`src/rtl/bel_map.svh`:
```
// register map, field positions and reset values of the bus error log
`ifndef BEL_MAP_SVH
`define BEL_MAP_SVH
`define BEL_ADR_STATUS   4'h0
`define BEL_ADR_EADDR_LO 4'h1
`define BEL_ADR_EADDR_HI 4'h2
`define BEL_ADR_MISS     4'h3
`define BEL_B_RD_LOST    39
`define BEL_B_RD_PAR     38
`define BEL_B_WR_LOST    37
`define BEL_B_WR_PAR     36
`define BEL_B_CA_LOST    35
`define BEL_B_CA_PAR     34
`define BEL_B_DIAG       33
`define BEL_B_MS_VALID   31
`define BEL_B_CNT_HI     30
`define BEL_B_CNT_LO     25
`define BEL_B_WR_NOACK   15
`define BEL_B_CA_NOACK   14
`define BEL_B_LW6        13
`define BEL_MISS_CNT_RST 6'h3e
`define BEL_MISS_CNT_MAX 6'h3f
`endif

```
`src/rtl/bel_pkg.sv`:
```
// types shared by the bus error log modules
package bel_pkg;
   typedef struct packed {
      logic rd_lost;
      logic rd_par;
      logic wr_lost;
      logic wr_par;
      logic ca_lost;
      logic ca_par;
      logic diag;
      logic wr_noack;
      logic ca_noack;
      logic lw6;
   } bel_flags_t;

   typedef struct packed {
      bel_flags_t  flags;
      logic        ms_valid;
      logic [31:0] sample;
      logic [63:0] ea_lo;
      logic [63:0] ea_hi;
      logic [63:0] rdata;
   } bel_state_t;

   typedef struct packed {
      logic [5:0] count;
   } bel_cnt_t;
endpackage

```
`src/rtl/bel_miss_if.sv`:
```
// miss counter link between the error log and its counter
`timescale 1ns/1ps
interface bel_miss_if;
   logic       miss;
   logic [5:0] count;
   logic       wrap;
   modport counter (input miss, output count, output wrap);
   modport user (output miss, input count, input wrap);
endinterface

```
`src/rtl/bel_miss_counter.sv`:
```
// free-running six-bit backup cache miss counter
`timescale 1ns/1ps
`include "bel_map.svh"
module bel_miss_counter
   import bel_pkg::*;
(
   input  wire logic       clk_sys_in,
   input  wire logic       rst_n_in,
   bel_miss_if.counter     miss_port
);
   bel_cnt_t cnt_q;
   bel_cnt_t cnt_d;

   always_comb
   begin
      cnt_d = cnt_q;
      if (miss_port.miss)
      begin
         cnt_d.count = cnt_q.count + 6'h01;
      end
   end

   always_ff @(posedge clk_sys_in or negedge rst_n_in)
   begin
      if (!rst_n_in)
      begin
         cnt_q.count <= `BEL_MISS_CNT_RST;
      end
      else
      begin
         cnt_q <= cnt_d;
      end
   end

   assign miss_port.count = cnt_q.count;
   // wrap marks the miss taken at a count of 3f: the second miss after reset, then every 64th
   assign miss_port.wrap = miss_port.miss && (cnt_q.count == `BEL_MISS_CNT_MAX);
endmodule

```
`src/rtl/bel_status.sv`:
```
// error status register of the odd half of the system bus interface
`timescale 1ns/1ps
`include "bel_map.svh"
module bel_status
   import bel_pkg::*;
(
   input  wire logic         clk_sys_in,
   input  wire logic         rst_n_in,
   input  wire logic [3:0]   reg_addr_in,
   input  wire logic [63:0]  reg_wdata_in,
   input  wire logic         reg_wr_in,
   input  wire logic         reg_rd_in,
   output logic      [63:0]  reg_rdata_out,
   input  wire logic         ca_cycle_in,
   input  wire logic [127:0] cad_in,
   input  wire logic         ca_par_err_in,
   input  wire logic         own_ca_par_err_in,
   input  wire logic         rd_par_err_in,
   input  wire logic         wr_par_err_in,
   input  wire logic         ca_noack_in,
   input  wire logic         wr_noack_in,
   input  wire logic         interchip_err_in,
   input  wire logic         lw6_err_in,
   input  wire logic         miss_in,
   input  wire logic [31:0]  miss_addr_in,
   output logic              miss_sample_valid_out,
   output logic              error_frozen_out
);
   bel_state_t st_q;
   bel_state_t st_d;
   bel_miss_if miss_link ();

   logic frozen;
   logic ca_err;
   logic wr_status;
   logic [63:0] clr;

   // assemble the status word; undefined positions stay zero
   function automatic logic [63:0] status_word(input bel_flags_t f,
                                               input logic       v,
                                               input logic [5:0] c);
      logic [63:0] w;
      w = 64'h0;
      w[`BEL_B_RD_LOST]  = f.rd_lost;
      w[`BEL_B_RD_PAR]   = f.rd_par;
      w[`BEL_B_WR_LOST]  = f.wr_lost;
      w[`BEL_B_WR_PAR]   = f.wr_par;
      w[`BEL_B_CA_LOST]  = f.ca_lost;
      w[`BEL_B_CA_PAR]   = f.ca_par;
      w[`BEL_B_DIAG]     = f.diag;
      w[`BEL_B_MS_VALID] = v;
      w[`BEL_B_CNT_HI:`BEL_B_CNT_LO] = c;
      w[`BEL_B_WR_NOACK] = f.wr_noack;
      w[`BEL_B_CA_NOACK] = f.ca_noack;
      w[`BEL_B_LW6]      = f.lw6;
      return w;
   endfunction

   bel_miss_counter u_miss_counter
   (
      .clk_sys_in (clk_sys_in),
      .rst_n_in   (rst_n_in),
      .miss_port  (miss_link.counter)
   );

   assign miss_link.miss = miss_in;

   // the lost flags and the diagnostic bit do not hold the address registers
   assign frozen = st_q.flags.rd_par | st_q.flags.wr_par | st_q.flags.ca_par
                 | st_q.flags.wr_noack | st_q.flags.ca_noack;
   // own commander cycles are checked like any other node's
   assign ca_err    = ca_par_err_in | own_ca_par_err_in;
   assign wr_status = reg_wr_in && (reg_addr_in == `BEL_ADR_STATUS);
   assign clr       = wr_status ? reg_wdata_in : 64'h0;

   always_comb
   begin
      st_d = st_q;
      st_d.rdata = 64'h0;

      // write one to clear, an error event in the same cycle wins; a clear of a pending sample beats a wrap
      if (clr[`BEL_B_RD_LOST])
      begin
         st_d.flags.rd_lost = 1'b0;
      end
      if (clr[`BEL_B_RD_PAR])
      begin
         st_d.flags.rd_par = 1'b0;
      end
      if (clr[`BEL_B_WR_LOST])
      begin
         st_d.flags.wr_lost = 1'b0;
      end
      if (clr[`BEL_B_WR_PAR])
      begin
         st_d.flags.wr_par = 1'b0;
      end
      if (clr[`BEL_B_CA_LOST])
      begin
         st_d.flags.ca_lost = 1'b0;
      end
      if (clr[`BEL_B_CA_PAR])
      begin
         st_d.flags.ca_par = 1'b0;
      end
      if (clr[`BEL_B_DIAG])
      begin
         st_d.flags.diag = 1'b0;
      end
      if (clr[`BEL_B_WR_NOACK])
      begin
         st_d.flags.wr_noack = 1'b0;
      end
      if (clr[`BEL_B_CA_NOACK])
      begin
         st_d.flags.ca_noack = 1'b0;
      end
      if (clr[`BEL_B_MS_VALID])
      begin
         st_d.ms_valid = 1'b0;
      end

      // primary flags always record; lost flags when the address is held
      if (rd_par_err_in)
      begin
         st_d.flags.rd_par = 1'b1;
         if (frozen)
         begin
            st_d.flags.rd_lost = 1'b1;
         end
      end
      if (wr_par_err_in)
      begin
         st_d.flags.wr_par = 1'b1;
      end
      if ((wr_par_err_in || wr_noack_in) && frozen)
      begin
         st_d.flags.wr_lost = 1'b1;
      end
      if (ca_err)
      begin
         st_d.flags.ca_par = 1'b1;
      end
      if ((ca_err || ca_noack_in) && frozen)
      begin
         st_d.flags.ca_lost = 1'b1;
      end
      // write no-ack also covers a victim pushed outside memory
      if (wr_noack_in)
      begin
         st_d.flags.wr_noack = 1'b1;
      end
      if (ca_noack_in)
      begin
         st_d.flags.ca_noack = 1'b1;
      end
      // diagnostic events never touch the address registers
      if (interchip_err_in)
      begin
         st_d.flags.diag = 1'b1;
      end

      // word-six data error is set by its event and then held only while a data flag is up
      st_d.flags.lw6 = lw6_err_in
                     | (st_q.flags.lw6 & (st_d.flags.rd_par | st_d.flags.wr_par));

      // the address registers follow the bus until an error holds them
      if (!frozen)
      begin
         if (wr_noack_in)
         begin
            st_d.ea_lo = cad_in[63:0];
            st_d.ea_hi = cad_in[127:64];
         end
         else if (ca_noack_in)
         begin
            // only the low halves carry the failing address
            st_d.ea_lo[31:0] = cad_in[31:0];
            st_d.ea_hi[31:0] = cad_in[95:64];
         end
         else if (ca_cycle_in)
         begin
            st_d.ea_lo = cad_in[63:0];
            st_d.ea_hi = cad_in[127:64];
         end
      end

      // sample one miss address per counter round, unless one is pending
      // software must clear the valid flag to rearm; the count never stops
      if (miss_link.wrap && !st_q.ms_valid)
      begin
         st_d.ms_valid = 1'b1;
         st_d.sample   = miss_addr_in;
      end

      if (reg_rd_in)
      begin
         unique case (reg_addr_in)
            `BEL_ADR_STATUS:
            begin
               st_d.rdata = status_word(st_q.flags, st_q.ms_valid, miss_link.count);
            end
            `BEL_ADR_EADDR_LO:
            begin
               st_d.rdata = st_q.ea_lo;
            end
            `BEL_ADR_EADDR_HI:
            begin
               st_d.rdata = st_q.ea_hi;
            end
            `BEL_ADR_MISS:
            begin
               st_d.rdata = {32'h0, st_q.sample[31:1], st_q.ms_valid};
            end
            default:
            begin
               st_d.rdata = 64'h0;
            end
         endcase
      end
   end

   always_ff @(posedge clk_sys_in or negedge rst_n_in)
   begin
      if (!rst_n_in)
      begin
         st_q <= '0;
      end
      else
      begin
         st_q <= st_d;
      end
   end

   assign reg_rdata_out         = st_q.rdata;
   assign miss_sample_valid_out = st_q.ms_valid;
   assign error_frozen_out      = frozen;
endmodule

```
`config.mk`:
```
export PLATFORM = sky130hd
export DESIGN_NAME = bel_status
export DESIGN_NICKNAME = d
export VERILOG_FILES = /design/src/rtl/bel_pkg.sv /design/src/rtl/bel_miss_if.sv /design/src/rtl/bel_miss_counter.sv /design/src/rtl/bel_status.sv
export VERILOG_INCLUDE_DIRS = /design/src /design/src/rtl
export SDC_FILE = /design/constraint.sdc
export NUM_CORES = 1
export LEC_CHECK = 0
export ABC_CLOCK_PERIOD_IN_PS = 2150
export BUFFER_PORTS_ARGS = -buffer_cell sky130_fd_sc_hd__buf_2
export CORE_ASPECT_RATIO = 0.7
export CORE_UTILIZATION = 51
export DETAILED_ROUTE_END_ITERATION = 10
export PLACE_DENSITY = 0.9
export RECOVER_POWER = 50
export SETUP_SLACK_MARGIN = 0.3
export SYNTH_ARGS = -nofsm -noshare
export SYNTH_HDL_FRONTEND = slang
export SYNTH_HIERARCHICAL = 1
export SYNTH_SLANG_ARGS = --single-unit
```
`constraint.sdc`:
```
create_clock -name clk_sys_in -period 2.15 [get_ports clk_sys_in]
set_input_delay 0.215 -clock clk_sys_in [delete_from_list [all_inputs] [get_ports clk_sys_in]]
set_output_delay 0.215 -clock clk_sys_in [all_outputs]
set_load 0.01 [all_outputs]
```
Word-level counts from Yosys, hierarchy flattened:

Cells that the tools add are included.

* flip-flop bits (word level): 241
* bits of input ports: 242
* output and inout port bits: 66
* word-level logic and storage cells: 82

* bitwise logic cells: 9
* eq/ne operators: 5
* reductions and logical operators: 20
* add/sub/neg operators: 1
* muxes and demuxes: 29

Operators by type and width (number)
* 2-to-1 mux 128 bit: 2
* one-hot mux 64 bit (4 select lines): 1
* 2-to-1 mux 32 bit: 4
* 2-to-1 mux 64 bit: 1
* 2-to-1 mux 40 bit: 1
* 2-to-1 mux 33 bit: 1
* 2-to-1 mux 1 bit: 18
* nonzero test 2 bit: 8
* == test 4 x 2 -> 1 bit (second input constant): 2
* OR 1 bit: 7
* adder 6 x 1 -> 6 bit (second input constant): 1
* == test 6 bit (second input constant): 1
* logical AND 1 bit: 5
* == test 4 x 1 -> 1 bit (second input constant): 1
* logical NOT 4 bit: 1
* AND reduction 3 bit: 1
* nonzero test 3 bit: 1
* logical OR 1 bit: 2
* 2-to-1 mux 2 bit: 1
* inequality test 2 x 1 -> 1 bit (second input constant): 1
* AND reduction 2 bit: 1
* AND 1 bit: 1
* logical NOT 1 bit: 1
* inverter 1 bit: 1

Logic depth before layout (Yosys ltp):

* depth in word-level cells: 9
* depth in mapped cells: 6
* depth with buffers taken out: 5

By module:

The synthesis kept the hierarchy.

Modules (own cells, without submodules)
* bel_status: area an instance 9638.0 um^2, times used 1, seq. area each 5855.6 um^2, cells an instance 696
* bel_miss_counter: area an instance 264.0 um^2, times used 1, seq. area each 156.4 um^2, cells an instance 20

Worst setup path after synthesis:

No wires, ideal clock.

* path type: flip-flop to flip-flop
* start: reg u_miss_counter/miss_port.count[1] (netlist name)
* end: reg st_q[193] (netlist bit)
* slack: 0.285 ns
* path buffers: 1
* data arrival time: 1.740 ns
* cell stages (with the launch flop): 7
* period minus slack after synthesis: 1.865 ns
* data required time: 2.025 ns
* library setup time: 0.125 ns
* cell sequence: dfstp_2 -> ha_1 -> nand4_1 -> nor2_1 -> nor2b_1 -> buf_2 -> mux2_2

* word-level cells in the longest chain between the ends: 3

RTL lines
* == test 6 bit (no source line)
* logical AND 1 bit: line bel_miss_counter.sv:37 `` assign miss_port.wrap = miss_port.miss && (cnt_q.count == `BEL_MISS_CNT_MAX); ``
* via miss_link.wrap: line bel_miss_if.sv:6 `logic wrap;`
* logical AND 1 bit: line bel_status.sv:190 `if (miss_link.wrap && !st_q.ms_valid)`
* to (signal assigned): line bel_status.sv:231 `st_q <= st_d;`
* to (decl): line bel_status.sv:29 `bel_state_t st_q;`

The timed path passes the listed nets, and every way through them passes these cells.
A chain may end at the register's enable or synchronous reset.

Worst setup path after layout:

* start: reg u_miss_counter/miss_port.count[1] (netlist name)
* end: reg st_q[216] (netlist bit)

* word-level cells in the longest chain between the ends: 3

RTL lines (line)
* == test 6 bit (no source line)
* logical AND 1 bit: bel_miss_counter.sv:37
* via miss_link.wrap: bel_miss_if.sv:6
* logical AND 1 bit: bel_status.sv:190

The timed path passes the listed nets, and every way through them passes these cells.

==> summary.txt <==
Power
  • Gate power share: 0.111
  • Internal: 8.17 mW
  • Pwr dens: ~750 mW/mm^2
  • NetSw: 2.46 mW
  • Clock power share: 0.418
  • Peak VDD IR: 0.597 mV
  • Flop pwr share: 0.471
  • Leakage: 6.83 nW
  • Total chip power: 10.6 mW
  • Sw Ratio: 0.231

Worst setup path
  • CP Data Arrival Time: 2.40 ns
  • RR Startpoint: u_miss_counter/miss_port.count[1]
  • Worst Setup Start Kind: flip-flop
  • Crit-path max FO: 7
  • Reg2Reg Depth: 8
  • Nature of the critical path endpoint: flip-flop
  • Start point of the critical path: u_miss_counter/miss_port.count[1]
  • WS Path Type: flip-flop to flip-flop
  • Critical Path RT: 2.54 ns

Finish
  • Share of cells above drive strength 1: 0.399
  • Reg area: 0.00601 sq mm
  • Antenna Diode Count: 0
  • Most common cell after layout, fill and taps aside: dfrtp_1
  • Syn-to-layout area delta: 44.0%
  • # nets final: 1361
  • Fillers: 1071
  • Most frequent cells in the layout: 235 x dfrtp_1, 234 x buf_2, 179 x dlygate4sd3_1, 71 x mux2_2
  • Multi-input combinational cell area: 0.00337 sq mm

Route
  • Antenna-violating nets left: 0
  • Routed wire length: 32.5 mm
  • Vias per Instance: around 5.6
  • DRC Markers: 0
  • First-pass DRT Iterations: 8
  • Vias post-DR: 7863
  • DR WL/cell: 23.3 microns
  • DRT iter0 DRCs: 818

STA
  • Crit path time final: 2.00 ns
  • RSZ-0062 raised after global routing: true
  • Worst setup margin: roughly 0.15 ns
  • Maximum clock frequency: 499 MHz
  • Final period util: 0.932
  • Max Slew Vio Count: 0
  • Fin Setup TNS: 0 ns
  • Relative slew slack: 0.249
  • Clock Skews: 0.0226 ns
  • Fin. Hold Viols: 0
  • Worst Tran Pin Value: 1.13 ns
  • Final setup fails: 0

Outcome
  • Status: finished clean

Job
  • Max-Cap Viols: 0

Die
  • Initial core utilization: 0.522
  • Placeable Area: approximately 0.019 sq mm
  • Site Rows: 42
  • Die H: 119 microns
  • # IOs: 308
  • Die area: 0.0200 sq mm
  • Die width: 169 microns

Logic synthesis
  • Cells after synthesis: 716
  • Average size of a mapped cell: 13.8 sq um
  • Sequential share of the synthesized area: 0.607
  • Yosys cell types: 40
  • Mapped Area: 0.00990 sq mm
  • Synthesized Nets: between 900 and 1000
  • Seq cells post-synth: 240
  • YS warnings: 6

Clock tree
  • CTS tree: yes
  • Number of buffers created by CTS: 23
  • Htree depth: 1
  • Clock root buffer: clkbuf_16
  • Clock Path Buffers: 3
  • Worst-path clk slew: 0.07 ns
  • Clk sinks: 240
  • Clock Latency Late Sink: 0.52 ns

Global route
  • Number of global-route vias before repair: 8536
  • Initial antenna violation count: 0
  • Largest net degree at the start of global routing: 78
  • Final global-route overflow total: 0
  • First-pass GRT wire length: 47.5 mm
  • GRT Total Usage: 0.314

Min path
  • Min-delay src: reg_wdata_in[36]
  • HP Class: input pin to flip-flop
  • Hold Path Cell Cnt: 3

Placed design
  • DP HPWL: 15.3 mm
  • # port buffers: 252
  • Dpl ws: 0.222 ns
  • GPL Wtd Cong: 0.782
==> through the flow <==
| step | util | hold WS, ns | std cells | cell area [sq um] |
|---|---|---|---|---|
| 2_1_floorplan | - | -0.0806 | 716 | 9900 |
| 3_3_place_gp | 0.586 | 0.244 | 1150 | 11100 |
| 3_5_place_dp | 0.586 | 0.249 | 1150 | 11100 |
| 4_1_cts | 0.738 | 0.146 | 1380 | 14000 |
| 5_1_grt | 0.752 | 0.168 | 1398 | 14300 |
| 6_report | 0.752 | 0.174 | 1398 | 14300 |
==> flip-flops by register name, indices dropped and copies added (netlist names) <==
| name | count |
|---|---|
| miss_sample_valid_out | 1 |
| st_q | 169 |
| reg_rdata_out | 64 |
| u_miss_counter/miss_port.count | 6 |
==> path summary, 6_finish.rpt <==
check | end | slack [ns]
max | st_q[216] | 0.15
min in group asynchronous | reg_rdata_out[47] | 0.51
max reg2reg | st_q[216] | 0.15
max in group asynchronous | st_q[148] | 0.45
min reg2reg | st_q[156] | 0.49
min | st_q[231] | 0.17
==> per-layer routing <==
layer | track usage | vias up | wire length (microns)
met5 | 0 | - | 0
met4 | 0.148 | 0 | 1310
met3 | 0.0717 | 103 | 2800
met2 | 0.549 | 537 | 16600
met1 | 0.368 | 3941 | 11800
li1 | - | 3282 | -
==> power groups by stage <==
stage / logic (mW) / registers (mW) / clock network [mW]
after floorplan: 0.372 / 4.99 / 0
after global placement: 0.709 / 5.04 / 0
after detailed placement: 0.748 / 5.05 / 0
after CTS: 1.08 / 4.98 / 4.45
after global routing: 1.27 / 5.02 / 4.65
final: 1.18 / 5.00 / 4.44
==> synth_stat cells, drive strengths merged <==
master   instances  share of area
dfrtp          235           0.59
mux2           177           0.20
buf             95          0.068
nor2            64          0.026
a22oi           42          0.032
a222oi          22          0.022
nand2           21         0.0080
a21oi           11         0.0056
clkbuf          11         0.0042
dfstp            5          0.013
nor3             4         0.0025
a21o             3         0.0023
xnor2            3         0.0027
and2             2         0.0014
nand4            2         0.0019
nor2b            2         0.0013
o21ai            2         0.0014
o2bb2ai          2         0.0018
xor2             2         0.0018
a211o            1        0.00088
a22o             1        0.00088
a31oi            1        0.00063
a41oi            1        0.00088
and3             1        0.00063
and3b            1        0.00088
ha               1         0.0013
inv              1        0.00038
nand2b           1        0.00063
nor4b            1        0.00088
nor4bb           1         0.0010
==> cell families (layout without fill, tap and decap cells) <==
logic type                 Yosys count  after routing  share of synthesized area
DFF                                240            240                      0.607
muxes                              177            177                      0.201
buffers and inverters              107            525                     0.0723
and+or+nand+nor                    100            100                     0.0452
AOI/OAI and AO/OA                   86             86                     0.0684
xor gates and xnor gates             5              5                    0.00442
adders and majority gates            1              1                    0.00126
==> critical path: stages, from the launching register on <==
cell     delay, ns
dfstp_1       0.54
ha_1          0.17
nand4_1       0.13
nor2_2        0.15
nor2b_4       0.21
buf_12        0.13
buf_8         0.10
buf_16        0.14
mux2_4        0.32
==> final cells by class <==
| class | count | area share |
|---|---|---|
| flip-flops and latches | 240 | 0.421 |
| repair buffers | 483 | 0.261 |
| multi-input cells | 369 | 0.236 |
| clock buffers | 31 | 0.0446 |
| well taps | 264 | 0.0232 |
| clock inverters | 10 | 0.0132 |
| inverters | 1 | 0.000439 |
==> timing repair <==
item / in CTS / in global routing
pin swaps: 3 / 4
setup endpoints to repair: 71 / 108
gates cloned: 3 / 6
hold buffers: 179 / 0
resized for setup: 33 / 30
buffers inserted: 7 / 12
hold endpoints to repair: 240 / 0
No activity file was read; power rests on OpenSTA's default activity.
